### src/inc/swh_pkg.sv
// sleep / wakeup / halt control: shared constants and state type
// assumes one 25 MHz clock and a synchronous active-high reset
// Functional notes
// after reset the system clock runs until software issues sleep
// accepted sleep first stops the pll, then enters the sleep state
// in sleep only an asserted enabled wakeup source restarts the pll
// after clock restart an fiq or irq request goes to the cpu
// wakeup sources: timers a b c, external one and two, key change, rtc
// halt gates only the cpu clock, the pll keeps running
// key change latches port a upper byte when armed, wakes on difference
// halt ends when any enabled interrupt request becomes pending
package swh_pkg;
	// wakeup source bit positions
	localparam int SWH_SRC_TMA = 0;
	localparam int SWH_SRC_TMB = 1;
	localparam int SWH_SRC_TMC = 2;
	localparam int SWH_SRC_EXT_ONE = 3;
	localparam int SWH_SRC_EXT_TWO = 4;
	localparam int SWH_SRC_KEY = 5;
	localparam int SWH_SRC_RTC = 6;
	localparam int SWH_NSRC = 7;
	// key port width (upper byte of port a)
	localparam int SWH_KEY_W = 8;
	// pll lock wait after restart
	localparam int SWH_LOCK_NS = 2000;
	localparam int SWH_CLK_NS = 40;
	localparam int SWH_LOCK_CYC = (SWH_LOCK_NS + SWH_CLK_NS - 1) / SWH_CLK_NS;
	localparam int SWH_CNT_W = 8;
	localparam logic [SWH_KEY_W-1:0] SWH_KEY_RST = 8'h00;
	typedef enum logic [2:0] {
		SWH_RUN,
		SWH_PLL_OFF,
		SWH_SLEEP,
		SWH_PLL_LOCK,
		SWH_WAKE_INT,
		SWH_HALT
	} swh_state_t;
endpackage

### src/hdl/swh_ctrl.sv
// power mode controller: sleep, wakeup with pll restart, cpu halt
// assumes cpu issues one-cycle commands and clears its interrupt itself
`timescale 1ns/1ps
module swh_ctrl
#(
	parameter int LOCK_CYC = swh_pkg::SWH_LOCK_CYC
)
(
	// clock and reset
	input wire logic clk,
	input wire logic srst,
	// cpu commands (one-cycle pulses)
	input wire logic sleep_cmd,
	input wire logic halt_cmd,
	input wire logic int_ack,
	// wakeup enables and sources
	input wire logic [swh_pkg::SWH_NSRC-1:0] wake_en,
	input wire logic timer_a_int,
	input wire logic timer_b_int,
	input wire logic timer_c_int,
	input wire logic external_interrupt_one,
	input wire logic external_interrupt_two,
	input wire logic rtc_int,
	// key wakeup
	input wire logic key_arm,
	input wire logic [swh_pkg::SWH_KEY_W-1:0] key_port,
	// pending interrupts for halt exit
	input wire logic irq_pending,
	// clock gating and cpu signals
	output logic pll_en,
	output logic cpu_clk_en,
	output logic sleeping,
	output logic wake_int,
	output logic [swh_pkg::SWH_NSRC-1:0] wake_cause
);
	import swh_pkg::*;
	typedef struct packed {
		swh_state_t state;
		logic [SWH_CNT_W-1:0] cnt;
		logic pll_en;
		logic cpu_clk_en;
		logic sleeping;
		logic wake_int;
		logic [SWH_NSRC-1:0] cause;
	} swh_st_t;
	swh_st_t st_q, st_d;
	logic key_change;
	logic [SWH_NSRC-1:0] src;
	logic [SWH_NSRC-1:0] hit;
	// key change detection on the upper port a byte
	swh_key_detect u_key
	(
		.clk(clk),
		.srst(srst),
		.arm(key_arm),
		.port_in(key_port),
		.change(key_change)
	);
	// the full wakeup source set
	always_comb
	begin
		src = '0;
		src[SWH_SRC_TMA] = timer_a_int;
		src[SWH_SRC_TMB] = timer_b_int;
		src[SWH_SRC_TMC] = timer_c_int;
		src[SWH_SRC_EXT_ONE] = external_interrupt_one;
		src[SWH_SRC_EXT_TWO] = external_interrupt_two;
		src[SWH_SRC_KEY] = key_change;
		src[SWH_SRC_RTC] = rtc_int;
		hit = src & wake_en;
	end
	// mode sequencer; lock counter width covers the default wait
	always_comb
	begin
		st_d = st_q;
		case (st_q.state)
			SWH_RUN:
			begin
				// stay running until sleep or halt requested
				if (sleep_cmd)
				begin
					// stop pll first
					st_d.pll_en = 1'b0;
					st_d.cpu_clk_en = 1'b0;
					st_d.state = SWH_PLL_OFF;
				end
				else if (halt_cmd)
				begin
					// gate cpu clock only
					st_d.cpu_clk_en = 1'b0;
					st_d.state = SWH_HALT;
				end
			end
			SWH_PLL_OFF:
			begin
				// pll is off, now asleep
				st_d.sleeping = 1'b1;
				st_d.state = SWH_SLEEP;
			end
			SWH_SLEEP:
			begin
				// only an enabled source restarts the pll
				if (|hit)
				begin
					st_d.pll_en = 1'b1;
					st_d.cause = hit;
					st_d.cnt = SWH_CNT_W'(LOCK_CYC);
					st_d.state = SWH_PLL_LOCK;
				end
			end
			SWH_PLL_LOCK:
			begin
				// wait for pll to settle before the cpu sees a clock
				if (st_q.cnt <= SWH_CNT_W'(1))
				begin
					st_d.cnt = '0;
					st_d.cpu_clk_en = 1'b1;
					st_d.sleeping = 1'b0;
					// request fiq/irq to finish wakeup
					st_d.wake_int = 1'b1;
					st_d.state = SWH_WAKE_INT;
				end
				else
					st_d.cnt = st_q.cnt - SWH_CNT_W'(1);
			end
			SWH_WAKE_INT:
			begin
				// hold request until cpu acknowledges
				if (int_ack)
				begin
					st_d.wake_int = 1'b0;
					st_d.state = SWH_RUN;
				end
			end
			SWH_HALT:
			begin
				// pending interrupt resumes the cpu
				if (irq_pending || (|hit))
				begin
					st_d.cpu_clk_en = 1'b1;
					st_d.state = SWH_RUN;
				end
			end
			default:
				st_d.state = SWH_RUN;
		endcase
	end
	// register the whole state; reset leaves the chip running
	always_ff @(posedge clk)
	begin
		if (srst)
		begin
			st_q.state <= SWH_RUN;
			st_q.cnt <= '0;
			st_q.pll_en <= 1'b1;
			st_q.cpu_clk_en <= 1'b1;
			st_q.sleeping <= 1'b0;
			st_q.wake_int <= 1'b0;
			st_q.cause <= '0;
		end
		else
			st_q <= st_d;
	end
	assign pll_en = st_q.pll_en;
	assign cpu_clk_en = st_q.cpu_clk_en;
	assign sleeping = st_q.sleeping;
	assign wake_int = st_q.wake_int;
	assign wake_cause = st_q.cause;
endmodule

### src/hdl/swh_key_detect.sv
// key change detector: snapshot of port a upper byte, flags difference
// assumes port pins already synchronous to clk
`timescale 1ns/1ps
module swh_key_detect
(
	// clock and reset
	input wire logic clk,
	input wire logic srst,
	// key port
	input wire logic arm,
	input wire logic [swh_pkg::SWH_KEY_W-1:0] port_in,
	// result
	output logic change
);
	import swh_pkg::*;
	typedef struct packed {
		logic [SWH_KEY_W-1:0] snap;
		logic armed;
		logic change;
	} swh_key_st_t;
	swh_key_st_t st_q, st_d;
	// next state: snapshot on arm, compare otherwise
	always_comb
	begin
		st_d = st_q;
		// latch then compare
		if (arm)
		begin
			st_d.snap = port_in;
			st_d.armed = 1'b1;
			st_d.change = 1'b0;
		end
		else
			st_d.change = st_q.armed && (port_in != st_q.snap);
	end
	always_ff @(posedge clk)
	begin
		if (srst)
		begin
			st_q.snap <= SWH_KEY_RST;
			st_q.armed <= 1'b0;
			st_q.change <= 1'b0;
		end
		else
			st_q <= st_d;
	end
	assign change = st_q.change;
endmodule

### config.mk
export PLATFORM = sky130hd
export DESIGN_NAME = swh_ctrl
export DESIGN_NICKNAME = d
export VERILOG_FILES = /design/src/inc/swh_pkg.sv /design/src/hdl/swh_ctrl.sv /design/src/hdl/swh_key_detect.sv
export SDC_FILE = /design/constraint.sdc
export NUM_CORES = 1
export LEC_CHECK = 0
export BUFFER_PORTS_ARGS = -buffer_cell sky130_fd_sc_hd__buf_2
export CORE_MARGIN = 3
export CORE_UTILIZATION = 57
export CTS_CLUSTER_SIZE = 25
export DETAILED_ROUTE_END_ITERATION = 10
export HOLD_SLACK_MARGIN = 0.08
export PLACE_DENSITY_LB_ADDON = 0.25
export SYNTH_ARGS = -nofsm -noshare
export SYNTH_HDL_FRONTEND = slang
export SYNTH_HIERARCHICAL = 1
export SYNTH_SLANG_ARGS = --single-unit
### constraint.sdc
create_clock -name clk -period 4.8 [get_ports clk]
set_input_delay 0.48 -clock clk [delete_from_list [all_inputs] [get_ports clk]]
set_output_delay 0.48 -clock clk [all_outputs]
set_load 0.05 [all_outputs]
* Yosys cells after proc, flatten, opt, wreduce, memory -nomap -nowiden
Index checks and enable logic that the tools add are counted.
** Word-level totals
- Flip-flop bits (word level) :: 32
- Bits of input ports :: 28
- Output and inout port bits :: 11
- Logic and storage cells :: 61
** Operators by class
- Add/subtract/negate cells :: 1
- $lt $le $gt $ge :: 1
- Equality and inequality tests :: 12
- Mux-type cells :: 19
- Bitwise operators :: 1
- Reduce and logical (&&, ||, !) cells :: 17
** Operators by type and width (number)
- two-way mux 3 bit :: 6
- one-hot mux 3 bit (6 select lines) :: 1
- one-hot mux 8 bit (2 select lines) :: 1
- two-way mux 12 bit :: 1
- inequality test 2 bit, second input constant :: 5
- <= comparator 8 x 1 -> 1 bit, second input constant :: 1
- two-way mux 8 bit :: 1
- inequality test 8 bit :: 1
- nonzero test 2 bit :: 4
- subtractor 8 x 1 -> 8 bit, second input constant :: 1
- AND 7 bit :: 1
- OR reduction 7 bit :: 1
- equality test 3 x 2 -> 1 bit, second input constant :: 2
- equality test 3 bit, second input constant :: 2
- one-hot mux 1 bit (2 select lines) :: 3
- AND reduction 2 bit :: 3
- AND reduction 3 bit :: 2
- two-way mux 1 bit :: 5
- AND reduction 5 bit :: 1
- AND reduction 4 bit :: 1
- equality test 3 x 1 -> 1 bit, second input constant :: 1
- logical NOT 3 bit :: 1
- inequality test 3 bit, second input constant :: 1
- one-hot mux 1 bit (3 select lines) :: 1
- other kinds (4) :: 4

* Longest topological paths before layout
- Depth after elaboration :: 5
- Depth in mapped cells :: 6
- Depth with buffers taken out :: 6

* By module
The synthesis kept the hierarchy.
** Modules (own cells, without submodules)
- swh_ctrl :: times used 1, cells each 145, area an instance 1213.7 um^2, sequential area each 440.4 um^2
- swh_key_detect :: times used 1, cells each 43, area an instance 425.4 um^2, sequential area each 200.2 um^2

* Worst setup path before layout
Ideal clock, no wire load.
- Path kind :: input-to-reg
- Start :: input rtc_int
- End :: register st_q[19] in the netlist's numbering
- Setup time :: 0.123 ns
- Arrival time :: 1.721 ns
- Required time :: 4.677 ns
- Path slack :: 2.955 ns
- Stages :: 4
- Buffers on the path :: 0
- Path through :: a222oi_1 > nand3_1 > o211ai_2 > mux2_1
** On the way
- Word-level cells in the longest chain between the ends :: 5
- Elaborated cells between the ends (all ways) :: 6
- Classes of those cells :: eq/ne (2); bitwise (1); reduce/logical (3)
** RTL lines
- from (decl) :: RTL line swh_ctrl.sv:23 : input wire logic rtc_int,
- AND 7 bit * :: RTL line swh_ctrl.sv:70 : hit = src & wake_en;
- OR reduction 7 bit * :: RTL line swh_ctrl.sv:103, swh_ctrl.sv:138
- logical OR 1 bit :: RTL line swh_ctrl.sv:138 : if (irq_pending || (|hit))
- inequality test 2 bit (no line)
- AND reduction 5 bit (no line) *
- to (signal assigned) :: RTL line swh_ctrl.sv:162 : st_q <= st_d;
- to (decl) :: RTL line swh_ctrl.sv:46 : swh_st_t st_q, st_d;
Every way passes the cells marked *; elsewhere a longest branch is shown, timed or not.
A chain may end at the register's enable or synchronous reset.

* Final worst setup path
- Start :: register st_q[20] in the netlist's numbering
- End :: register st_q[12] in the netlist's numbering
** On the way
- Word-level cells in the longest chain between the ends :: 3
- Elaborated cells between the ends (all ways) :: 6
- Classes of those cells :: eq/ne (3); mux (1); reduce/logical (2)
** RTL lines
- equality test 3 x 2 -> 1 bit :: RTL line swh_ctrl.sv:76 : case (st_q.state)
- inequality test 2 bit (no line) / nonzero test 2 bit (equally long branches)
- AND reduction 2 bit (no line)
Several ways; a longest one is shown, not always the timed one.

==> impl_metrics.env <==
export IMPL_outcome="completed"
export IMPL_timing_final_crit_share_pct=40.2
export IMPL_synth_area_mux_share_pct=6.26
export IMPL_ir_worst_vdd_mv=0.369
export IMPL_cap_violations=0
export IMPL_clkPwrFrac_pct=16.0
export IMPL_dieArea_um2=3560
export IMPL_crit_required_ps=5010
export IMPL_rows=18
export IMPL_cts_max_path_buffers=2
export IMPL_place_inst=240
export IMPL_synthAdderAreaFrac_pct=1.53
export IMPL_gp_congestion=0.802
export IMPL_wire_per_inst_um=13.1
export IMPL_syn_area_um2=1640
export IMPL_wirelength_um=3250
export IMPL_crit_type="reg2reg"
export IMPL_route_met3_wl_um=215
export IMPL_worstHoldPathType="in2reg"
export IMPL_cp_end_kind="flip-flop"
export IMPL_coreArea_um2=2610
export IMPL_synth_edff_count=0
export IMPL_grt_max_degree=33
export IMPL_grt_pass1_wl_um=5670
export IMPL_area_growth_pct=10.8
export IMPL_synth_warnings=6
export IMPL_wl_met1_um=1400
export IMPL_crit_slowest_cell="or4_4"
export IMPL_postSynthCellCount=188
export IMPL_critPathMaxFanout=13
export IMPL_worst_pin_slew_ps=626
export IMPL_synth_avg_cell_area_um2=8.72
export IMPL_cts_setup_buffers=0
export IMPL_first_pass_iters=4
export IMPL_synth_simple_area_share_pct=21.8
export IMPL_syn_num_nets=218
export IMPL_hold_viol_final=0
export IMPL_p_comb_share_pct=40.8
export IMPL_setup_viol=0
export IMPL_async_flop_share_pct=0
export IMPL_path_cells="nand3b_1 -> or4_4 -> nand2b_1 -> a211oi_1"
export IMPL_vias=1450
export IMPL_rsz0062_at_grt="false"
export IMPL_route_met2_wl_um=1600
export IMPL_drv_slew=0
export IMPL_cts_root_buf="clkbuf_4"
export IMPL_post_route_min_period_ps=1930
export IMPL_port_buffers=38
export IMPL_fin_nets=247
export IMPL_grt_overflow=0
export IMPL_antenna_found_initial=0
export IMPL_htreeDepth=2
export IMPL_numCtsBuffers=5
export IMPL_synth_cell_type_count=49
export IMPL_worstPathArrival_ps=2140
export IMPL_die_h_um=59.6
export IMPL_power_leakage_nw=0.776
export IMPL_start_kind="flip-flop"
export IMPL_synth_seq_cells=32
export IMPL_worst_path_buf_inv=0
export IMPL_ys_flop_type="dfxtp_1"
export IMPL_swShare_pct=41.9
export IMPL_ant_nets=0
export IMPL_cts_hold_buf=0
export IMPL_n_antenna_cell=0
export IMPL_die_w_um=59.6
export IMPL_floorplan_initialDensity_pct=62.7
export IMPL_grt_pass1_vias=1382
export IMPL_seq_area_frac_synth_pct=39.1
export IMPL_internal_power_mw=0.508
export IMPL_skew_ps=8.58
export IMPL_finalSetupTns_ps=0
export IMPL_hpwl_um=2410
export IMPL_clock_latency_ps=320
export IMPL_drive_gt1_share_pct=24.0
export IMPL_cts_tree="done"
export IMPL_critPathTopFamily="simple AND/OR/NAND/NOR gates"
export IMPL_viasPerCell=5.87
export IMPL_power_density_nw_per_um2=482
export IMPL_grtUsageTotal_pct=20.9
export IMPL_synth_xor_area_share_pct=5.34
export IMPL_synth_top_family_by_area="simple AND/OR/NAND/NOR gates"
export IMPL_fin_total_pwr_mw=0.876
export IMPL_clkTransAtPathRegs_ps=100
export IMPL_clock_sinks=32
export IMPL_drtIter0Drc=65
export IMPL_final_cells=247
export IMPL_maxSlewHeadroom_pct=58.3
export IMPL_critPathMaxStageDelay_ps=660
export IMPL_remaining_drc_errors=0
export IMPL_fmax_ghz=0.519
export IMPL_p_seq_share_pct=43.2
export IMPL_highest_layer="met4"
export IMPL_synth_compound_area_share_pct=19.2
export IMPL_ctsResizeCount=0
export IMPL_io_pins=39
export IMPL_fin_util_pct=69.5
export IMPL_switching_power_mw=0.367
==> path summary, 6_finish.rpt <==
check,start,end,slack [ps],cells after the start
hold / removal,wake_en[6],wake_cause[6],410,3
hold reg to reg,u_key/st_q[1],u_key/change,450,2
setup reg to reg,st_q[20],st_q[12],2870,4
setup / recovery,st_q[20],st_q[12],2870,4
==> metal layers <==
metal / global-route usage [%] / vias up
li1: - / 729
met1: 24.2 / 675
met2: 35.9 / 42
met3: 6.97 / 4
met4: 7.28 / 0
met5: 0 / -
==> synthesized netlist by cell type, types with 4 or more instances <==
| master | n | area share, % |
|---|---|---|
| o21ai_0 | 4 | 1.2 |
| buf_4 | 9 | 4.1 |
| inv_1 | 4 | 0.92 |
| nor2_1 | 19 | 4.4 |
| nand2_1 | 15 | 3.4 |
| mux2i_1 | 8 | 4.9 |
| nor3_1 | 7 | 2.1 |
| xor2_1 | 9 | 4.8 |
| dfxtp_1 | 32 | 39 |
| nand3_1 | 10 | 3.1 |
| a21oi_1 | 20 | 6.1 |
==> cell usage in the layout (no fill, tap or decap), drive strengths merged, types with 3 or more instances in the layout <==
master,instances
o21ai,4
dfxtp,32
inv,4
xor2,9
o31a,3
nand2,15
nand3,10
buf,38
nor2,19
mux2i,8
nor3,7
nor4,3
clkbuf,6
a21oi,20
==> sequential cells by signal (all words and copies together), names as in the netlist <==
signal        flops
st_q             11
sleeping          1
wake_int          1
u_key/change      1
u_key/st_q        9
wake_cause        7
cpu_clk_en        1
pll_en            1
==> stage by stage <==
step / instance area (um2) / hold slack, ps / setup slack, ps
final: 1820 / 412 / 2870
after global routing: 1820 / 404 / 2720
after CTS: 1820 / 407 / 2900
after detailed placement: 1770 / 446 / 2640
after global placement: 1770 / 421 / 2720
after floorplan: 1640 / 412 / 2960
==> power groups by stage <==
| stage | sequential [mW] | clock (mW) | combinational (mW) |
|---|---|---|---|
| floorplan | 0.395 | 0 | 0.278 |
| global placement | 0.380 | 0 | 0.347 |
| detailed placement | 0.382 | 0 | 0.357 |
| CTS | 0.377 | 0.143 | 0.358 |
| global route | 0.388 | 0.158 | 0.402 |
| finish | 0.379 | 0.140 | 0.357 |
==> logic make-up (layout without fill, tap and decap cells) <==
group	Yosys count	count (layout)
muxes	10	10
and+or+nand+nor	70	70
AOI/OAI and AO/OA	44	44
xor gates and xnor gates	10	10
buffers and inverters	20	49
adders and majority gates	2	2
DFF	32	32
==> tightest hold or removal path: stages <==
cell and delay [ps]:
buf_2 100, nand3_1 50, a21oi_1 50
==> area by class of cell <==
cell class                 count  area, um2
clock buffer                   6       41.3
timing repair buffer          38        190
tap                           30       37.5
inverter                       4       15.0
multi-input combinational    136        886
sequential                    32        641
fill                         227        797
clock inverter                 1       5.00
Power figures use the tool's default switching activity.
